## config.mk

```make
export PLATFORM = sky130hd
export DESIGN_NAME = tmr16_timer
export DESIGN_NICKNAME = d
export VERILOG_FILES = /design/src/verilog/tmr16_timer.v
export VERILOG_INCLUDE_DIRS = /design/src /design/src/verilog
export SDC_FILE = /design/constraint.sdc
export NUM_CORES = 1
export LEC_CHECK = 0
export BUFFER_PORTS_ARGS = -buffer_cell sky130_fd_sc_hd__buf_2
export CORE_ASPECT_RATIO = 0.5
export CORE_MARGIN = 5
export CORE_UTILIZATION = 28
export DETAILED_ROUTE_END_ITERATION = 12
export GPL_TIMING_DRIVEN = 0
export PLACE_DENSITY_LB_ADDON = 0.25
export RECOVER_POWER = 100
export SLEW_MARGIN = 5
export SYNTH_ARGS = -nofsm -noshare
export SYNTH_HDL_FRONTEND = slang
export SYNTH_SLANG_ARGS = --single-unit
```

## constraint.sdc

```tcl
create_clock -name clk_sys_i -period 3.5 [get_ports clk_sys_i]
set_input_delay 0.35 -clock clk_sys_i [delete_from_list [all_inputs] [get_ports clk_sys_i]]
set_output_delay 0.35 -clock clk_sys_i [all_outputs]
set_load 0.02 [all_outputs]
```

## src/verilog/tmr16_defs.vh

```
// Constants for the 16-bit timer/counter block: register word indices,
// control field positions, reset values, mode codes and prescaler factors.
// Assumes it is included by bare name from the design file only.
`ifndef TMR16_DEFS_VH
`define TMR16_DEFS_VH

// Register word indices; the byte address is four times the index.
`define TMR16_REG_CTRL 3'h0
`define TMR16_REG_COUNT 3'h1
`define TMR16_REG_CMPA 3'h2
`define TMR16_REG_CMPB 3'h3
`define TMR16_REG_CAPTOP 3'h4
`define TMR16_REG_FLAGS 3'h5
`define TMR16_REG_PORT 3'h6

// Control register field positions.
`define TMR16_CTRL_MODE_LSB 0
`define TMR16_CTRL_MODE_MSB 3
`define TMR16_CTRL_ACTA_LSB 4
`define TMR16_CTRL_ACTA_MSB 5
`define TMR16_CTRL_ACTB_LSB 6
`define TMR16_CTRL_ACTB_MSB 7
`define TMR16_CTRL_PSC_LSB 8
`define TMR16_CTRL_PSC_MSB 10
`define TMR16_CTRL_DIRA_BIT 11
`define TMR16_CTRL_DIRB_BIT 12

// Flag register bit positions.
`define TMR16_FLAG_OVF_BIT 0
`define TMR16_FLAG_CMPA_BIT 1
`define TMR16_FLAG_CMPB_BIT 2
`define TMR16_FLAG_CAP_BIT 3

// Reset values.
`define TMR16_RST_CTRL 13'h0000
`define TMR16_RST_WORD 16'h0000

// Waveform mode select codes handled by this block.
`define TMR16_MODE_NORMAL 4'h0
`define TMR16_MODE_CTC_CMPA 4'h4
`define TMR16_MODE_FPWM_8 4'h5
`define TMR16_MODE_FPWM_9 4'h6
`define TMR16_MODE_FPWM_10 4'h7
`define TMR16_MODE_CTC_CAP 4'hC
`define TMR16_MODE_FPWM_CAP 4'hE
`define TMR16_MODE_FPWM_CMPA 4'hF

// Counter extremes and fixed tops.
`define TMR16_MAX 16'hFFFF
`define TMR16_BOTTOM 16'h0000
`define TMR16_TOP_8 16'h00FF
`define TMR16_TOP_9 16'h01FF
`define TMR16_TOP_10 16'h03FF

// Output action codes.
`define TMR16_ACT_OFF 2'h0
`define TMR16_ACT_TOGGLE 2'h1
`define TMR16_ACT_CLEAR 2'h2
`define TMR16_ACT_SET 2'h3

// Prescaler selects and the division factor minus one for each.
`define TMR16_PSC_STOP 3'h0
`define TMR16_PSC_1 3'h1
`define TMR16_PSC_8 3'h2
`define TMR16_PSC_64 3'h3
`define TMR16_PSC_256 3'h4
`define TMR16_PSC_1024 3'h5
`define TMR16_DIV_1 10'h000
`define TMR16_DIV_8 10'h007
`define TMR16_DIV_64 10'h03F
`define TMR16_DIV_256 10'h0FF
`define TMR16_DIV_1024 10'h3FF

`endif

```

## src/verilog/tmr16_timer.v

```verilog
// 16-bit timer/counter with normal, clear-on-match and fast PWM modes,
// two compare channels with waveform outputs, and an Avalon-MM slave.
// Assumes one 20 MHz clock, a synchronous active-low reset, and a master
// that holds each request until it samples waitrequest low.
//
// How it works
// - Normal mode counts up and wraps at 0xFFFF.
// - Normal mode sets overflow when count becomes zero.
// - Modes 4/12 clear on compare A/capture top.
// - Clear-on-match top unbuffered; late top wraps first.
// - Clear-on-match sets the top register's flag.
// - Action 1 toggles output A on match.
// - Clear-on-match still flags overflow at MAX-to-zero.
// - Fast PWM tops: fixed, capture or compare A.
// - Fast PWM clears the cycle after reaching top.
// - Action 2 clear-match/set-bottom; 3 the opposite.
// - Fast PWM sets overflow at top, not MAX.
// - Top register's flag rises with fast PWM overflow.
// - Fixed tops mask compare writes to width.
// - Capture top unbuffered in fast PWM.
// - Fast PWM compare A buffered, loaded at top.
// - Compare zero spikes; compare at top holds constant.
// - Mode 15 action 1 gives a square wave.
// - Actions shape outputs only, never counting.
// - Pin driven only while direction bit selects output.
// - Timer clock is I/O clock over N.
// - Action zero leaves output state untouched.
// - Count write blocks matches for one timer cycle.
//
// Decided for this implementation: the placing of the registers and the Avalon-MM register port.
`include "tmr16_defs.vh"
`timescale 1ns/1ps
`default_nettype none

module tmr16_timer (
  // Clock and reset.
  input wire clk_sys_i,
  input wire rst_n_i,
  // Avalon-MM slave, word addressed.
  input wire [2:0] avs_address_i,
  input wire avs_read_i,
  input wire avs_write_i,
  input wire [3:0] avs_byteenable_i,
  input wire [31:0] avs_writedata_i,
  output reg [31:0] avs_readdata_o,
  output reg avs_waitrequest_o,
  // Waveform pins, two signals each.
  output reg pin_chan_a_o,
  output reg pin_chan_a_oe_o,
  output reg pin_chan_b_o,
  output reg pin_chan_b_oe_o
);

  // Software-visible state.
  reg [3:0] waveform_mode_select; // Chooses the counting sequence.
  reg [1:0] output_action_select_chan_a; // Output action for channel A.
  reg [1:0] output_action_select_chan_b; // Output action for channel B.
  reg [2:0] prescale_select; // Zero stops the timer clock.
  reg pin_direction_bit_chan_a; // One lets channel A drive its pin.
  reg pin_direction_bit_chan_b; // One lets channel B drive its pin.
  reg [1:0] port_value; // Ordinary port level when no override.
  reg [15:0] count_value; // The counter itself.
  reg [15:0] compare_value_chan_a; // Active compare A.
  reg [15:0] compare_buf_chan_a; // Compare A as last written.
  reg [15:0] compare_value_chan_b; // Active compare B.
  reg [15:0] compare_buf_chan_b; // Compare B as last written.
  reg [15:0] capture_top_value; // Capture register used as a top.
  reg overflow_flag; // Sticky overflow indication.
  reg compare_match_flag_chan_a; // Sticky compare A indication.
  reg compare_match_flag_chan_b; // Sticky compare B indication.
  reg capture_event_flag; // Sticky capture-top indication.
  reg waveform_output_chan_a; // Internal output state A, kept across modes.
  reg waveform_output_chan_b; // Internal output state B.
  reg match_blocked; // Set by a count write, eats the next timer cycle's matches.

  // Prescaler state.
  reg [9:0] psc_count; // Free divider count.
  reg [9:0] psc_limit; // Factor minus one for the chosen select.
  reg timer_tick; // One-cycle enable that clocks the timer.

  // Bus decode helpers.
  wire bus_take; // The edge at which a request completes.
  wire wr_ctrl;
  wire wr_count;
  wire wr_cmpa;
  wire wr_cmpb;
  wire wr_captop;
  wire wr_flags;
  wire wr_port;
  assign bus_take = ~avs_waitrequest_o & (avs_read_i | avs_write_i);
  assign wr_ctrl = bus_take & avs_write_i & (avs_address_i == `TMR16_REG_CTRL);
  assign wr_count = bus_take & avs_write_i & (avs_address_i == `TMR16_REG_COUNT);
  assign wr_cmpa = bus_take & avs_write_i & (avs_address_i == `TMR16_REG_CMPA);
  assign wr_cmpb = bus_take & avs_write_i & (avs_address_i == `TMR16_REG_CMPB);
  assign wr_captop = bus_take & avs_write_i & (avs_address_i == `TMR16_REG_CAPTOP);
  assign wr_flags = bus_take & avs_write_i & (avs_address_i == `TMR16_REG_FLAGS);
  assign wr_port = bus_take & avs_write_i & (avs_address_i == `TMR16_REG_PORT);

  // Merges the two low byte lanes of a write into a 16-bit register.
  function [15:0] lane_merge;
    input [15:0] old_val;
    input [31:0] new_val;
    input [3:0] be;
    begin
      lane_merge[7:0] = be[0] ? new_val[7:0] : old_val[7:0];
      lane_merge[15:8] = be[1] ? new_val[15:8] : old_val[15:8];
    end
  endfunction

  // Next internal output state for one channel.
  function wave_next;
    input cur;
    input [1:0] act;
    input pwm;
    input toggle_ok;
    input match;
    input wrap;
    begin
      wave_next = cur;
      if (act == `TMR16_ACT_OFF) begin
        wave_next = cur;
      end else if (!pwm) begin
        if (match) begin
          case (act)
            `TMR16_ACT_TOGGLE: wave_next = ~cur;
            `TMR16_ACT_CLEAR: wave_next = 1'b0;
            default: wave_next = 1'b1;
          endcase
        end
      end else begin
        case (act)
          `TMR16_ACT_TOGGLE: wave_next = (toggle_ok & match) ? ~cur : cur;
          // Bottom wins over a match in the same cycle, so a compare at
          // top gives a constant level and a compare of zero a spike.
          `TMR16_ACT_CLEAR: wave_next = wrap ? 1'b1 : (match ? 1'b0 : cur);
          default: wave_next = wrap ? 1'b0 : (match ? 1'b1 : cur);
        endcase
      end
    end
  endfunction

  // Mode decoding and top selection; only the mode field matters here.
  reg mode_normal;
  reg mode_ctc;
  reg mode_fpwm;
  reg top_is_cmpa;
  reg top_is_cap;
  reg [15:0] top_value;
  reg [15:0] write_mask;
  always @* begin
    mode_normal = 1'b0;
    mode_ctc = 1'b0;
    mode_fpwm = 1'b0;
    top_is_cmpa = 1'b0;
    top_is_cap = 1'b0;
    top_value = `TMR16_MAX;
    write_mask = `TMR16_MAX;
    case (waveform_mode_select)
      `TMR16_MODE_NORMAL: begin
        mode_normal = 1'b1;
      end
      `TMR16_MODE_CTC_CMPA: begin
        mode_ctc = 1'b1;
        top_is_cmpa = 1'b1;
        top_value = compare_value_chan_a;
      end
      `TMR16_MODE_CTC_CAP: begin
        mode_ctc = 1'b1;
        top_is_cap = 1'b1;
        top_value = capture_top_value;
      end
      `TMR16_MODE_FPWM_8: begin
        mode_fpwm = 1'b1;
        top_value = `TMR16_TOP_8;
        write_mask = `TMR16_TOP_8;
      end
      `TMR16_MODE_FPWM_9: begin
        mode_fpwm = 1'b1;
        top_value = `TMR16_TOP_9;
        write_mask = `TMR16_TOP_9;
      end
      `TMR16_MODE_FPWM_10: begin
        mode_fpwm = 1'b1;
        top_value = `TMR16_TOP_10;
        write_mask = `TMR16_TOP_10;
      end
      `TMR16_MODE_FPWM_CAP: begin
        mode_fpwm = 1'b1;
        top_is_cap = 1'b1;
        top_value = capture_top_value;
      end
      `TMR16_MODE_FPWM_CMPA: begin
        mode_fpwm = 1'b1;
        top_is_cmpa = 1'b1;
        top_value = compare_value_chan_a;
      end
      default: begin
        top_value = `TMR16_MAX;
      end
    endcase
  end

  // Counting sequence and events for one timer tick. A top that software
  // moved below the count is simply passed, so the counter runs to MAX.
  reg mode_runs;
  reg hit_top;
  reg match_a;
  reg match_b;
  reg top_clear;
  reg [15:0] next_count;
  reg ovf_set;
  reg cmpa_set;
  reg cmpb_set;
  reg cap_set;
  always @* begin
    mode_runs = mode_normal | mode_ctc | mode_fpwm;
    hit_top = (count_value == top_value) & ~match_blocked;
    match_a = (count_value == compare_value_chan_a) & ~match_blocked;
    match_b = (count_value == compare_value_chan_b) & ~match_blocked;
    top_clear = (mode_ctc | mode_fpwm) & hit_top;
    if (top_clear) begin
      next_count = `TMR16_BOTTOM;
    end else begin
      next_count = count_value + 16'h0001;
    end
    ovf_set = timer_tick & mode_runs &
              (mode_fpwm ? hit_top : (count_value == `TMR16_MAX));
    cmpa_set = timer_tick & mode_runs &
               (match_a | (top_clear & top_is_cmpa));
    cmpb_set = timer_tick & mode_runs & match_b;
    cap_set = timer_tick & mode_runs & top_clear & top_is_cap;
  end

  // Prescaler: the divider runs free and the select picks its length.
  always @* begin
    case (prescale_select)
      `TMR16_PSC_1: psc_limit = `TMR16_DIV_1;
      `TMR16_PSC_8: psc_limit = `TMR16_DIV_8;
      `TMR16_PSC_64: psc_limit = `TMR16_DIV_64;
      `TMR16_PSC_256: psc_limit = `TMR16_DIV_256;
      `TMR16_PSC_1024: psc_limit = `TMR16_DIV_1024;
      default: psc_limit = `TMR16_DIV_1;
    endcase
  end

  // Divider counter and the timer tick; stop or invalid selects stall it.
  always @(posedge clk_sys_i) begin
    if (!rst_n_i) begin
      psc_count <= 10'h000;
      timer_tick <= 1'b0;
    end else if (prescale_select == `TMR16_PSC_STOP ||
                 prescale_select > `TMR16_PSC_1024) begin
      psc_count <= 10'h000;
      timer_tick <= 1'b0;
    end else if (psc_count >= psc_limit) begin
      psc_count <= 10'h000;
      timer_tick <= 1'b1;
    end else begin
      psc_count <= psc_count + 10'h001;
      timer_tick <= 1'b0;
    end
  end

  // Avalon handshake: each request is answered one cycle after it appears,
  // with waitrequest low for exactly that one cycle.
  always @(posedge clk_sys_i) begin
    if (!rst_n_i) begin
      avs_waitrequest_o <= 1'b1;
      avs_readdata_o <= 32'h0000_0000;
    end else if (avs_waitrequest_o && (avs_read_i || avs_write_i)) begin
      avs_waitrequest_o <= 1'b0;
      case (avs_address_i)
        `TMR16_REG_CTRL: avs_readdata_o <= {19'h0_0000, pin_direction_bit_chan_b,
          pin_direction_bit_chan_a, prescale_select, output_action_select_chan_b,
          output_action_select_chan_a, waveform_mode_select};
        `TMR16_REG_COUNT: avs_readdata_o <= {16'h0000, count_value};
        `TMR16_REG_CMPA: avs_readdata_o <= {16'h0000, compare_buf_chan_a};
        `TMR16_REG_CMPB: avs_readdata_o <= {16'h0000, compare_buf_chan_b};
        `TMR16_REG_CAPTOP: avs_readdata_o <= {16'h0000, capture_top_value};
        `TMR16_REG_FLAGS: avs_readdata_o <= {28'h000_0000, capture_event_flag,
          compare_match_flag_chan_b, compare_match_flag_chan_a, overflow_flag};
        `TMR16_REG_PORT: avs_readdata_o <= {24'h00_0000, 2'h0,
          waveform_output_chan_b, waveform_output_chan_a, 2'h0, port_value};
        default: avs_readdata_o <= 32'h0000_0000;
      endcase
    end else begin
      avs_waitrequest_o <= 1'b1;
    end
  end

  // Configuration registers written by software.
  always @(posedge clk_sys_i) begin
    if (!rst_n_i) begin
      {pin_direction_bit_chan_b, pin_direction_bit_chan_a, prescale_select,
       output_action_select_chan_b, output_action_select_chan_a,
       waveform_mode_select} <= `TMR16_RST_CTRL;
      port_value <= 2'h0;
      capture_top_value <= `TMR16_RST_WORD;
    end else begin
      if (wr_ctrl && avs_byteenable_i[0]) begin
        waveform_mode_select <= avs_writedata_i[`TMR16_CTRL_MODE_MSB:`TMR16_CTRL_MODE_LSB];
        output_action_select_chan_a <= avs_writedata_i[`TMR16_CTRL_ACTA_MSB:`TMR16_CTRL_ACTA_LSB];
        output_action_select_chan_b <= avs_writedata_i[`TMR16_CTRL_ACTB_MSB:`TMR16_CTRL_ACTB_LSB];
      end
      if (wr_ctrl && avs_byteenable_i[1]) begin
        prescale_select <= avs_writedata_i[`TMR16_CTRL_PSC_MSB:`TMR16_CTRL_PSC_LSB];
        pin_direction_bit_chan_a <= avs_writedata_i[`TMR16_CTRL_DIRA_BIT];
        pin_direction_bit_chan_b <= avs_writedata_i[`TMR16_CTRL_DIRB_BIT];
      end
      if (wr_port && avs_byteenable_i[0]) begin
        port_value <= avs_writedata_i[1:0];
      end
      if (wr_captop) begin
        // Written straight through, never buffered.
        capture_top_value <= lane_merge(capture_top_value, avs_writedata_i,
                                        avs_byteenable_i);
      end
    end
  end

  // Compare registers. Outside fast PWM a write reaches the active value at
  // once; in fast PWM it waits in the buffer until the counter hits top.
  always @(posedge clk_sys_i) begin
    if (!rst_n_i) begin
      compare_buf_chan_a <= `TMR16_RST_WORD;
      compare_value_chan_a <= `TMR16_RST_WORD;
      compare_buf_chan_b <= `TMR16_RST_WORD;
      compare_value_chan_b <= `TMR16_RST_WORD;
    end else begin
      if (wr_cmpa) begin
        compare_buf_chan_a <= lane_merge(compare_buf_chan_a, avs_writedata_i,
                                         avs_byteenable_i) & write_mask;
        if (!mode_fpwm) begin
          compare_value_chan_a <= lane_merge(compare_buf_chan_a, avs_writedata_i,
                                             avs_byteenable_i) & write_mask;
        end
      end else if (mode_fpwm && timer_tick && top_clear) begin
        compare_value_chan_a <= compare_buf_chan_a;
      end
      if (wr_cmpb) begin
        compare_buf_chan_b <= lane_merge(compare_buf_chan_b, avs_writedata_i,
                                         avs_byteenable_i) & write_mask;
        if (!mode_fpwm) begin
          compare_value_chan_b <= lane_merge(compare_buf_chan_b, avs_writedata_i,
                                             avs_byteenable_i) & write_mask;
        end
      end else if (mode_fpwm && timer_tick && top_clear) begin
        compare_value_chan_b <= compare_buf_chan_b;
      end
    end
  end

  // Counter and match blocking. A software write wins over a tick in the
  // same cycle and arms the block for the next timer cycle.
  always @(posedge clk_sys_i) begin
    if (!rst_n_i) begin
      count_value <= `TMR16_RST_WORD;
      match_blocked <= 1'b0;
    end else if (wr_count) begin
      count_value <= lane_merge(count_value, avs_writedata_i, avs_byteenable_i);
      match_blocked <= 1'b1;
    end else if (timer_tick) begin
      match_blocked <= 1'b0;
      if (mode_runs) begin
        count_value <= next_count;
      end
    end
  end

  // Sticky flags: hardware sets, software clears by writing ones, and a
  // set in the clearing cycle wins so no event is lost.
  always @(posedge clk_sys_i) begin
    if (!rst_n_i) begin
      overflow_flag <= 1'b0;
      compare_match_flag_chan_a <= 1'b0;
      compare_match_flag_chan_b <= 1'b0;
      capture_event_flag <= 1'b0;
    end else begin
      overflow_flag <= ovf_set | (overflow_flag &
        ~(wr_flags & avs_byteenable_i[0] & avs_writedata_i[`TMR16_FLAG_OVF_BIT]));
      compare_match_flag_chan_a <= cmpa_set | (compare_match_flag_chan_a &
        ~(wr_flags & avs_byteenable_i[0] & avs_writedata_i[`TMR16_FLAG_CMPA_BIT]));
      compare_match_flag_chan_b <= cmpb_set | (compare_match_flag_chan_b &
        ~(wr_flags & avs_byteenable_i[0] & avs_writedata_i[`TMR16_FLAG_CMPB_BIT]));
      capture_event_flag <= cap_set | (capture_event_flag &
        ~(wr_flags & avs_byteenable_i[0] & avs_writedata_i[`TMR16_FLAG_CAP_BIT]));
    end
  end

  // Waveform state per channel; only compare A may use the toggle in PWM.
  always @(posedge clk_sys_i) begin
    if (!rst_n_i) begin
      waveform_output_chan_a <= 1'b0;
      waveform_output_chan_b <= 1'b0;
    end else if (timer_tick && mode_runs) begin
      waveform_output_chan_a <= wave_next(waveform_output_chan_a,
        output_action_select_chan_a, mode_fpwm, top_is_cmpa, match_a,
        top_clear);
      waveform_output_chan_b <= wave_next(waveform_output_chan_b,
        output_action_select_chan_b, mode_fpwm, 1'b0, match_b,
        top_clear);
    end
  end

  // Pin override: a non-zero action hands the pin to the waveform state,
  // except the toggle code in PWM where it is not supported. The enable
  // follows the direction bit alone, so the state can be set up first.
  always @(posedge clk_sys_i) begin
    if (!rst_n_i) begin
      pin_chan_a_o <= 1'b0;
      pin_chan_a_oe_o <= 1'b0;
      pin_chan_b_o <= 1'b0;
      pin_chan_b_oe_o <= 1'b0;
    end else begin
      if (output_action_select_chan_a != `TMR16_ACT_OFF &&
          !(mode_fpwm && output_action_select_chan_a == `TMR16_ACT_TOGGLE &&
            !top_is_cmpa)) begin
        pin_chan_a_o <= waveform_output_chan_a;
      end else begin
        pin_chan_a_o <= port_value[0];
      end
      if (output_action_select_chan_b != `TMR16_ACT_OFF &&
          !(mode_fpwm && output_action_select_chan_b == `TMR16_ACT_TOGGLE)) begin
        pin_chan_b_o <= waveform_output_chan_b;
      end else begin
        pin_chan_b_o <= port_value[1];
      end
      pin_chan_a_oe_o <= pin_direction_bit_chan_a;
      pin_chan_b_oe_o <= pin_direction_bit_chan_b;
    end
  end

endmodule // tmr16_timer

`default_nettype wire
```

==> results of run 1 <==
critical path, cell delays in order (launching register included):
cell and delay [ps]:
dfxtp_2 450, buf_2 260, clkbuf_4 260, nand4b_1 170, o211ai_2 120, xnor2_1 100
o211ai_2 180, o31ai_1 180, nor4_4 350, nand2_2 80, clkbuf_2 150, o31ai_4 250
buf_6 160, buf_6 160, mux2_2 360
what timing repair did:
item	CTS	global route
cloned	1	0
endpoints found under the setup margin	34	36
pin swaps	8	5
hold buffers	0	0
buffers inserted	9	3
resized for setup	33	16
final cells by class:
class	count	area, sq um
Buffer	88	481.7
Clock buffer	18	429.2
Clock inverter	14	150.1
Fill cell	3189	20150
Inverter	16	60.06
Multi-Input combinational cell	757	5260
Sequential cell	150	3005
Tap cell	399	499.2
Timing Repair Buffer	55	312.8
per-stage QoR:
| stage | instance area, sq um | hold WS [ps] | power (mW) | setup TNS, ps |
|---|---|---|---|---|
| global placement | 9379 | 452.8 | 2.047 | -14810 |
| floorplan | 8670 | 432.1 | 1.924 | 0 |
| global route | 10200 | 261.9 | 3.993 | 0 |
| finish | 10200 | 248.1 | 3.869 | 0 |
| CTS | 10160 | 233.6 | 3.896 | 0 |
| detailed placement | 9379 | 455.9 | 2.047 | -15550 |
power by group:
part	leakage, nW	switching [mW]	internal [mW]
Sequential	1.21	0.00974	1.72
Combinational	2.38	0.213	0.0785
Clock	0.277	0.795	1.05
Total	3.86	1.02	2.85
cells in the final DEF (no fill, tap or decap), types with 25 or more instances in the layout:
cell	netlist	layout
a21oi_1	38	37
a22oi_1	36	36
and2_1	34	31
buf_4	17	25
clkbuf_1	59	78
dfxtp_1	150	148
mux2i_1	58	58
nand2_1	59	59
nand3_1	34	34
nor2_1	121	121
o21ai_0	28	25
xnor2_1	27	27
xor2_1	36	36
logic make-up after synthesis:
group / synth area share
flops: 0.3486
compound gates: 0.1610
mux: 0.1210
xor+xnor: 0.06406
simple gates: 0.2231
other cells: 0.0004354
buf+inv: 0.05999
fa+ha+maj: 0.02179
state kept, by name, summed over array words and instances, names as in the netlist, 2 cells and up:
name / count
count_value: 16
compare_buf_chan_b: 16
output_action_select_chan_a: 2
avs_readdata_o: 16
capture_top_value: 16
compare_buf_chan_a: 16
output_action_select_chan_b: 2
prescale_select: 3
psc_count: 10
compare_value_chan_a: 16
waveform_mode_select: 4
port_value: 2
compare_value_chan_b: 16
how the worst max path moves through the flow:
stage / to / cells past startpoint / from / slack (ps)
after floorplan: compare_value_chan_b[9] / 11 / waveform_mode_select[0] / 330
after global placement: compare_value_chan_a[11] / 12 / waveform_mode_select[3] / -550
after detailed placement: compare_value_chan_a[11] / 12 / waveform_mode_select[3] / -610
after CTS: compare_value_chan_b[4] / 16 / waveform_mode_select[0] / 5
after global routing: psc_count[4] / 12 / prescale_select[1] / 6
final: compare_value_chan_a[13] / 14 / waveform_mode_select[1] / 130
per-layer routing:
metal,wire [um],vias up
li1,-,3724
met1,14980,3929
met2,13930,403
met3,2973,63
met4,964,0
met5,0,-
==> summary.txt, run 1 <==
Critical path
  – Flop-to-flop setup slack: between 100 and 150 ps
  – Reg2Reg Depth: 14
  – Worst setup EP type: register
  – Critical-path maximum fanout: 10
  – Critical path class: reg2reg
  – Crit path DAT: roughly 3700 ps
  – CP required: approximately 3800 ps
  – CP Launch Type: register
  – FF-to-FF Start: waveform_mode_select[1]
  – R2R Path End: compare_value_chan_a[13]

Clock tree
  – CTS tree: done
  – Worst-Skew Late Latency: 440 ps
  – CTS H-tree depth: 4
  – Num CTS Buffers: 17
  – Clock buffer depth: 2
  – Clock Sinks: 150
  – CTS Root Cell: clkbuf_16
  – Clk slew on worst S/H paths: roughly 70 ps

Layout
  – Area added between synthesis and finish: 18.40%
  – Final core utilization: 0.3361
  – Antenna cells: 0
  – Layout cell share with drive strength beyond 1: 0.1475
  – Final std cells w/o fill: between 1000 and 1500
  – Nets: about 1100

Floorplanning
  – Core area: roughly 30000 sq um
  – Die area: roughly 35000 sq um
  – Cell row count: 45
  – Die Span Y: around 130 um
  – Die Wd: roughly 260 um
  – Initial Utilization: 0.2838
  – I/O Pins: 80

Timing
  – Max Clk Rate: 296.8 MHz
  – Unrepaired setup endpoints after global routing: no
  – Final worst setup slack: around 130 ps
  – Final Cycle Share: 0.9625
  – Slew @ Worst Pin: between 1000 and 1500 ps
  – Fin. Hold Viols: 0
  – Layout Skew: approximately 13 ps
  – Min cycle time layout: about 3400 ps
  – Fin. max-slew vios: 0
  – Final setup violation count: 0
  – Slew HR: 0.1828

Yosys
  – Post-synth EDFFs: 0
  – Most frequent cell after synthesis: dfxtp_1
  – Synth top cells by count: dfxtp_1, nor2_1, clkbuf_1, nand2_1, mux2i_1
  – Register area share after synthesis: 0.3486
  – Cell variety after synth: slightly below 70
  – Yosys reg bits: 150
  – Avg Inst Size Synth: between 8 and 9 sq um
  – Async S/R FF share, synth: 0
  – Post-synthesis cell area: 8613 sq um
  – Leading area contributor after synthesis: dfxtp_1
  – Primary FF master, synth: dfxtp_1
  – Synth top area share: 0.3486
  – Post-Syn Instances: about 1000
  – YS warnings: 0
  – Synth area leaders: dfxtp_1, mux2i_1, nor2_1

Placed design
  – Setup WS pre-CTS: -606.8 ps
  – DP HPWL: between 20 and 25 mm
  – Placed insts: 1455
  – PortBufs: 42
  – Final Wtd Congestion: 0.9298

Global route
  – Met2 GRT Util: 0.2788
  – GRT met1 Usage: 0.2591
  – GRT overflow: 0
  – GRT Util Overall: 0.1868
  – Pin count of the biggest net entering global routing: 17
  – Met3 usage: 0.05229
  – GRT busiest layer: met2
  – Vias in the first global route: roughly 7900
  – Antenna violations before repair: 0
  – Global-route wire length before repair: 48.91 mm

Route
  – Wire per inst: between 20 and 25 um
  – Post-DR vias/cell: around 5.4
  – DRT Wirelength: about 33 mm
  – Drt first-iter violations: slightly above 900
  – Via count: between 8000 and 9000
  – Final ANT Viol Nets: 0
  – Remaining DRCs: 0
  – TritonRoute pass-1 iters: 5

Hold path
  – Hold Path Class: in2reg
  – WHS Endpoint: capture_top_value[15]
  – Hold depth: 3
  – Worst hold start: avs_writedata_i[15]

Job
  – Maxcap violations: 0

Run status
  – Status: finished, final reports clean

Pwr
  – VDD IR max: ~0.00019 V
  – Pwr dens: between 300 and 400 nW/um^2
  – Leak: between 3 and 4 nW
Note: power is estimated with default switching activity, not from simulation.
==> inputs of run 2 (changes only) <==
==> constraint.sdc (replaced) <==
create_clock -name clk_sys_i -period 3.5 [get_ports clk_sys_i]
set_input_delay 1.05 -clock clk_sys_i [delete_from_list [all_inputs] [get_ports clk_sys_i]]
set_output_delay 1.05 -clock clk_sys_i [all_outputs]
set_load 0.02 [all_outputs]
==> summary.txt, run 2 (same netlist as run 1, synthesis figures left out) <==
Timing
  – Layout Skew: 12.95 ps (-0.007900 ps)
  – Fin. Hold Viols: 0 (unchanged)
  – Unrepaired setup endpoints after global routing: no
  – Max Clk Rate: 296.2 MHz (-0.21%)
  – Fin Hold WS: 463.4 ps (+215.3 ps)
  – Final Cycle Share: 0.9645 (+0.002022)
  – Min cycle time layout: 3376 ps (+7.077 ps)
  – Slew @ Worst Pin: 1215 ps (unchanged)
  – Final setup violation count: 0 (unchanged)
  – Slew HR: 0.1828 (unchanged)
  – Fin. max-slew vios: 0 (unchanged)

Route
  – Wire per inst: 21.94 um (about the same)
  – Remaining DRCs: 0 (unchanged)
  – TritonRoute pass-1 iters: 5 (unchanged)
  – Drt first-iter violations: 919 (unchanged)
  – DRT Wirelength: 32.85 mm (about the same)
  – Via count: 8121 (+0.025%)
  – Post-DR vias/cell: 5.425 (about the same)
  – Final ANT Viol Nets: 0 (unchanged)

Critical path
  – CP max-delay cell: nor2_1
  – Worst setup EP type: register
  – CP Launch Type: primary input
  – Top cell family by delay on the critical path: simple AND/OR/NAND/NOR gates
  – Crit-path cells: clkbuf_1 > nor2b_1 > nand2b_1 > nor2_1 > o21ai_0 > a22oi_1 > nor2_1 > mux2_1
  – WP buf/inv: 1 (-4)
  – Critical-path maximum fanout: 7 (-3)
  – Crit-path most repeated cell: nor2_1
  – Critical path's largest stage delay: 540 ps (+90 ps)
  – CP required: 3820 ps (about the same)
  – Critical path class: in2reg
  – Crit path DAT: 3700 ps (about the same)

Floorplanning
  – Core area: 30350 sq um (unchanged)
  – Die area: 34580 sq um (unchanged)
  – I/O Pins: 80 (unchanged)
  – Initial Utilization: 0.2838 (unchanged)
  – Die Span Y: 134.0 um (unchanged)
  – Die Wd: 258.0 um (unchanged)
  – Cell row count: 45 (unchanged)

Layout
  – Final core utilization: 0.3360 (about the same)
  – Commonest cells after routing, fill and taps aside: dfxtp_1, nor2_1, clkbuf_1
  – Layout cell share with drive strength beyond 1: 0.1466 (-0.0009107)
  – Antenna cells: 0 (unchanged)
  – Commonest non-fill, non-tap cell in the layout: dfxtp_1
  – Fillers: 3189 (unchanged)
  – Nets: 1143 (unchanged)
  – Area added between synthesis and finish: 18.39% (about the same)

Pwr
  – Clock power frac: 0.478 (about the same)
  – VDD IR max: 0.0001862 V (about the same)
  – Sw Share: 0.2633 (about the same)
  – Pwr dens: 379.4 nW/um^2 (about the same)
  – P_int: 2.850 mW (about the same)
  – Switch Pwr: 1.018 mW (about the same)
  – Leak: 3.861 nW (about the same)
  – Sequential fraction of design power: 0.447 (about the same)
  – Comb power frac: 0.075 (about the same)

Clock tree
  – Clock buffer depth: 2 (unchanged)
  – Num CTS Buffers: 17 (unchanged)
  – CTS H-tree depth: 4 (unchanged)
  – CTS tree: done
  – CTS Root Cell: clkbuf_16
  – Clock Sinks: 150 (unchanged)
  – Hold Buf Count CTS: 0 (unchanged)
  – Clk slew on worst S/H paths: 70 ps (about the same)
  – Worst-Skew Late Latency: 440 ps (about the same)

Placed design
  – Final Wtd Congestion: 0.9298 (unchanged)
  – DP HPWL: 24.72 mm (unchanged)
  – PortBufs: 42 (unchanged)

Hold path
  – Hold Path Class: reg2reg

Global route
  – GRT overflow: 0 (unchanged)
  – Antenna violations before repair: 0 (unchanged)
  – Global-route wire length before repair: 48.91 mm (unchanged)
  – GRT Util Overall: 0.1868 (unchanged)
  – Pin count of the biggest net entering global routing: 17 (unchanged)
  – Vias in the first global route: 7858 (unchanged)

Run status
  – Status: finished, final reports clean

Job
  – Maxcap violations: 0 (unchanged)
-- run 2: changes by cell type in the layout (fill, tap and decap cells not counted), sizes merged --
cell	delta
clkbuf	+1
buf	-1
-- run 2: worst paths after layout --
kind                             start  slack [ps]                         to  cells past startpoint
max reg2reg    waveform_mode_select[1]         130   compare_value_chan_a[13]                     14
min          compare_match_flag_chan_a         460  compare_match_flag_chan_a                      2
min reg2reg  compare_match_flag_chan_a         460  compare_match_flag_chan_a                      2
max                        avs_write_i         120   compare_value_chan_a[10]                      8
-- run 2: power groups by stage --
stage / Combinational (mW) / Clock [mW] / Sequential [mW]
2_1_floorplan: 0.157 / 0 / 1.77
3_3_place_gp: 0.282 / 0 / 1.76
3_5_place_dp: 0.282 / 0 / 1.77
4_1_cts: 0.287 / 1.88 / 1.73
5_1_grt: 0.309 / 1.96 / 1.73
6_report: 0.292 / 1.85 / 1.73
-- run 2: layer usage --
layer	track usage	wire [um]	part of all wire	vias up
li1	-	-	-	3724
met1	0.2591	14980	0.46	3929
met2	0.2788	13930	0.42	405
met3	0.05229	2966	0.090	63
met4	0.06635	964	0.029	0
met5	0	0	0	-
-- run 2: final cells by class --
class	instances	area (sq um)	share of cell area
multi-input cells	757	5260	0.5158
repair buffers	55	311.5	0.03055
plain buffers	88	481.7	0.04724
flip-flops and latches	150	3005	0.2947
clock buffers	18	429.2	0.04209
clock inverters	14	150.1	0.01472
inverters	16	60.06	0.005890
well taps	399	499.2	0.04896
-- run 2: tightest hold or removal path, stage by stage, from the launching register on --
cell and delay, ps:
dfxtp_1 310, nand2_1 50, a21oi_1 50
-- run 2: through the flow --
step / setup WS, ps / instance area [sq um] / instances / power, mW / setup TNS, ps
after global placement: -546.2 / 9379 / 1455 / 2.047 / -16690
final: 124.2 / 10200 / 1497 / 3.869 / 0
after floorplan: 328.5 / 8670 / 1014 / 1.924 / 0
after detailed placement: -606.8 / 9379 / 1455 / 2.047 / -16990
after CTS: 4.987 / 10160 / 1495 / 3.896 / 0
after global routing: 6.495 / 10200 / 1497 / 3.993 / 0
-- run 2: what timing repair did --
item	CTS	global route
gates cloned	1	0
pin swaps	8	5
setup buffers	9	3
gates resized for setup	33	16
setup endpoints to repair	34	36
==> inputs of run 3 (changes only) <==
==> constraint.sdc (replaced) <==
create_clock -name clk_sys_i -period 3.8 [get_ports clk_sys_i]
set_input_delay 1.14 -clock clk_sys_i [delete_from_list [all_inputs] [get_ports clk_sys_i]]
set_output_delay 1.14 -clock clk_sys_i [all_outputs]
set_load 0.02 [all_outputs]
==> summary.txt, run 3 (same netlist as run 1, synthesis figures left out) <==
Run status
  – Status: finished, final reports clean

Timing
  – Final worst setup slack: 160.1 ps (+35.89 ps)
  – Final setup violation count: 0 (unchanged)
  – Fin. max-slew vios: 0 (unchanged)
  – Slew @ Worst Pin: 1227 ps (+12.43 ps)
  – Fin Hold WS: 464.0 ps (+0.6160 ps)
  – Slew HR: 0.1744 (-0.008366)
  – Max Clk Rate: between 200 and 300 MHz
  – Fin. Hold Viols: 0 (unchanged)
  – Layout Skew: 13.01 ps (+0.06650 ps)
  – Min cycle time layout: between 3000 and 4000 ps
  – Unrepaired setup endpoints after global routing: no
  – Final Cycle Share: 0.9579

Critical path
  – Critical path class: reg2reg
  – Flop-to-flop setup slack: 160 ps (+30 ps)
  – CP Launch Type: register
  – FF-to-FF Start: waveform_mode_select[1]
  – Crit path capture: compare_value_chan_b[4]
  – Setup crit start: waveform_mode_select[1]
  – Critical-path maximum fanout: 10 (+3)
  – CP required: 4120 ps (+300 ps)
  – Crit path DAT: 3960 ps (+260 ps)
  – Reg2Reg Depth: 13 (-1)
  – Worst setup EP type: register
  – R2R Path End: compare_value_chan_b[4]

Route
  – Wire per inst: 21.96 um (about the same)
  – Final ANT Viol Nets: 0 (unchanged)
  – Via count: 8146 (+0.31%)
  – DRT Wirelength: 32.76 mm (-0.26%)
  – Post-DR vias/cell: 5.460 (+0.64%)
  – Remaining DRCs: 0 (unchanged)
  – TritonRoute pass-1 iters: 6 (+1)
  – Drt first-iter violations: 972 (+5.8%)

Placed design
  – Placed insts: 1455 (unchanged)
  – PortBufs: 42 (unchanged)
  – DP HPWL: 24.72 mm (unchanged)
  – Final Wtd Congestion: 0.9298 (unchanged)
  – Setup WS pre-CTS: -306.8 ps (+300.0 ps)

Global route
  – Antenna violations before repair: 0 (unchanged)
  – GRT overflow: 0 (unchanged)
  – Pin count of the biggest net entering global routing: 17 (unchanged)
  – GRT Util Overall: 0.1857 (-0.001163)
  – Vias in the first global route: 7842 (-0.20%)
  – Global-route wire length before repair: 48.64 mm (-0.56%)

Layout
  – Antenna cells: 0 (unchanged)
  – Nets: 1138 (-0.44%)
  – Commonest non-fill, non-tap cell in the layout: dfxtp_1
  – Final core utilization: 0.3279 (-0.008122)
  – Fillers: 3216 (+0.85%)
  – Area added between synthesis and finish: 15.53%
  – Commonest cells after routing, fill and taps aside: dfxtp_1, nor2_1, clkbuf_1
  – Final std cells w/o fill: 1492 (-0.33%)
  – Layout cell share with drive strength beyond 1: 0.1208 (-0.02586)

Clock tree
  – Clock Sinks: 150 (unchanged)
  – Worst-Skew Late Latency: 440 ps (about the same)
  – Clk slew on worst S/H paths: 70 ps (about the same)
  – Clock buffer depth: 2 (unchanged)
  – Num CTS Buffers: 17 (unchanged)
  – CTS H-tree depth: 4 (unchanged)
  – CTS Root Cell: clkbuf_16
  – CTS tree: done

Floorplanning
  – Die Span Y: 134.0 um (unchanged)
  – Initial Utilization: 0.2838 (unchanged)
  – Die Wd: 258.0 um (unchanged)
  – Core area: 30350 sq um (unchanged)
  – Cell row count: 45 (unchanged)
  – I/O Pins: 80 (unchanged)
  – Die area: 34580 sq um (unchanged)

Pwr
  – Pwr dens: 358.2 nW/um^2 (-5.6%)
  – Leak: 3.801 nW (-1.6%)
  – VDD IR max: 0.0001717 V (-7.8%)

Job
  – Maxcap violations: 0 (unchanged)

Hold path
  – Hold Path Class: reg2reg
-- run 3: changes by cell type in the layout (fill, tap and decap cells not counted), moves of 3 or more --
| cell | before | now |
|---|---|---|
| mux2_4 | 9 | 2 |
| buf_6 | 9 | 4 |
| clkbuf_1 | 79 | 82 |
| mux2_1 | 4 | 11 |
| buf_4 | 25 | 19 |
| buf_2 | 21 | 25 |
-- run 3: area by class of cell --
cell class	count	area, sq um	area share
Buffer	90	459.2	0.04615
Inverter	16	60.06	0.006035
Clock buffer	18	429.2	0.04313
Multi-Input combinational cell	757	5136	0.5162
Clock inverter	14	150.1	0.01509
Timing Repair Buffer	48	214.0	0.02150
Tap cell	399	499.2	0.05017
Sequential cell	150	3003	0.3018
-- run 3: worst min path at each step --
stage                                            to                       from  slack [ps]  cells after the start
after floorplan           compare_match_flag_chan_a  compare_match_flag_chan_a         430                      2
after global placement            avs_readdata_o[1]          avs_readdata_o[1]         450                      2
after detailed placement  compare_match_flag_chan_a  compare_match_flag_chan_a         460                      2
after CTS                 compare_match_flag_chan_a  compare_match_flag_chan_a         470                      2
after global routing      compare_match_flag_chan_a  compare_match_flag_chan_a         480                      2
final                     compare_match_flag_chan_a  compare_match_flag_chan_a         460                      2
-- run 3: metal layers --
metal,vias up,global-route usage,wire [um]
met5,-,0,0
met4,0,0.07109,1029
met3,70,0.05342,3100
met2,434,0.2746,13750
met1,3918,0.2566,14880
li1,3724,-,-
-- run 3: repair_timing --
action / 4_1_cts / 5_1_grt
pin swaps: 4 / 0
setup endpoints to repair: 32 / 34
resized for setup: 1 / 12
hold buffers: 0 / 0
setup buffers: 6 / 0
-- run 3: critical path, cell delays in order, from the launching register on --
cell      delay [ps]
dfxtp_1          300
buf_2            170
buf_6            160
or4b_2           620
o311ai_0         150
xor2_1           160
nor3_2           190
nand4_1           90
buf_4            170
nor4_4           330
nand2_2          160
o31ai_2          390
clkbuf_2         280
mux2_2           350
-- run 3: through the flow --
stage | power, mW | setup TNS (ps) | area [sq um]
after global placement | 1.885 | -5131 | 9379
after floorplan | 1.772 | 0 | 8670
after global routing | 3.674 | 0 | 9951
after CTS | 3.585 | 0 | 10000
final | 3.564 | 0 | 9951
after detailed placement | 1.886 | -5855 | 9379
-- run 3: report_power, final --
part           switching, mW  internal, mW
Clock                  0.736         0.971
Sequential           0.00881          1.58
Combinational          0.197        0.0698
Total                  0.941          2.62
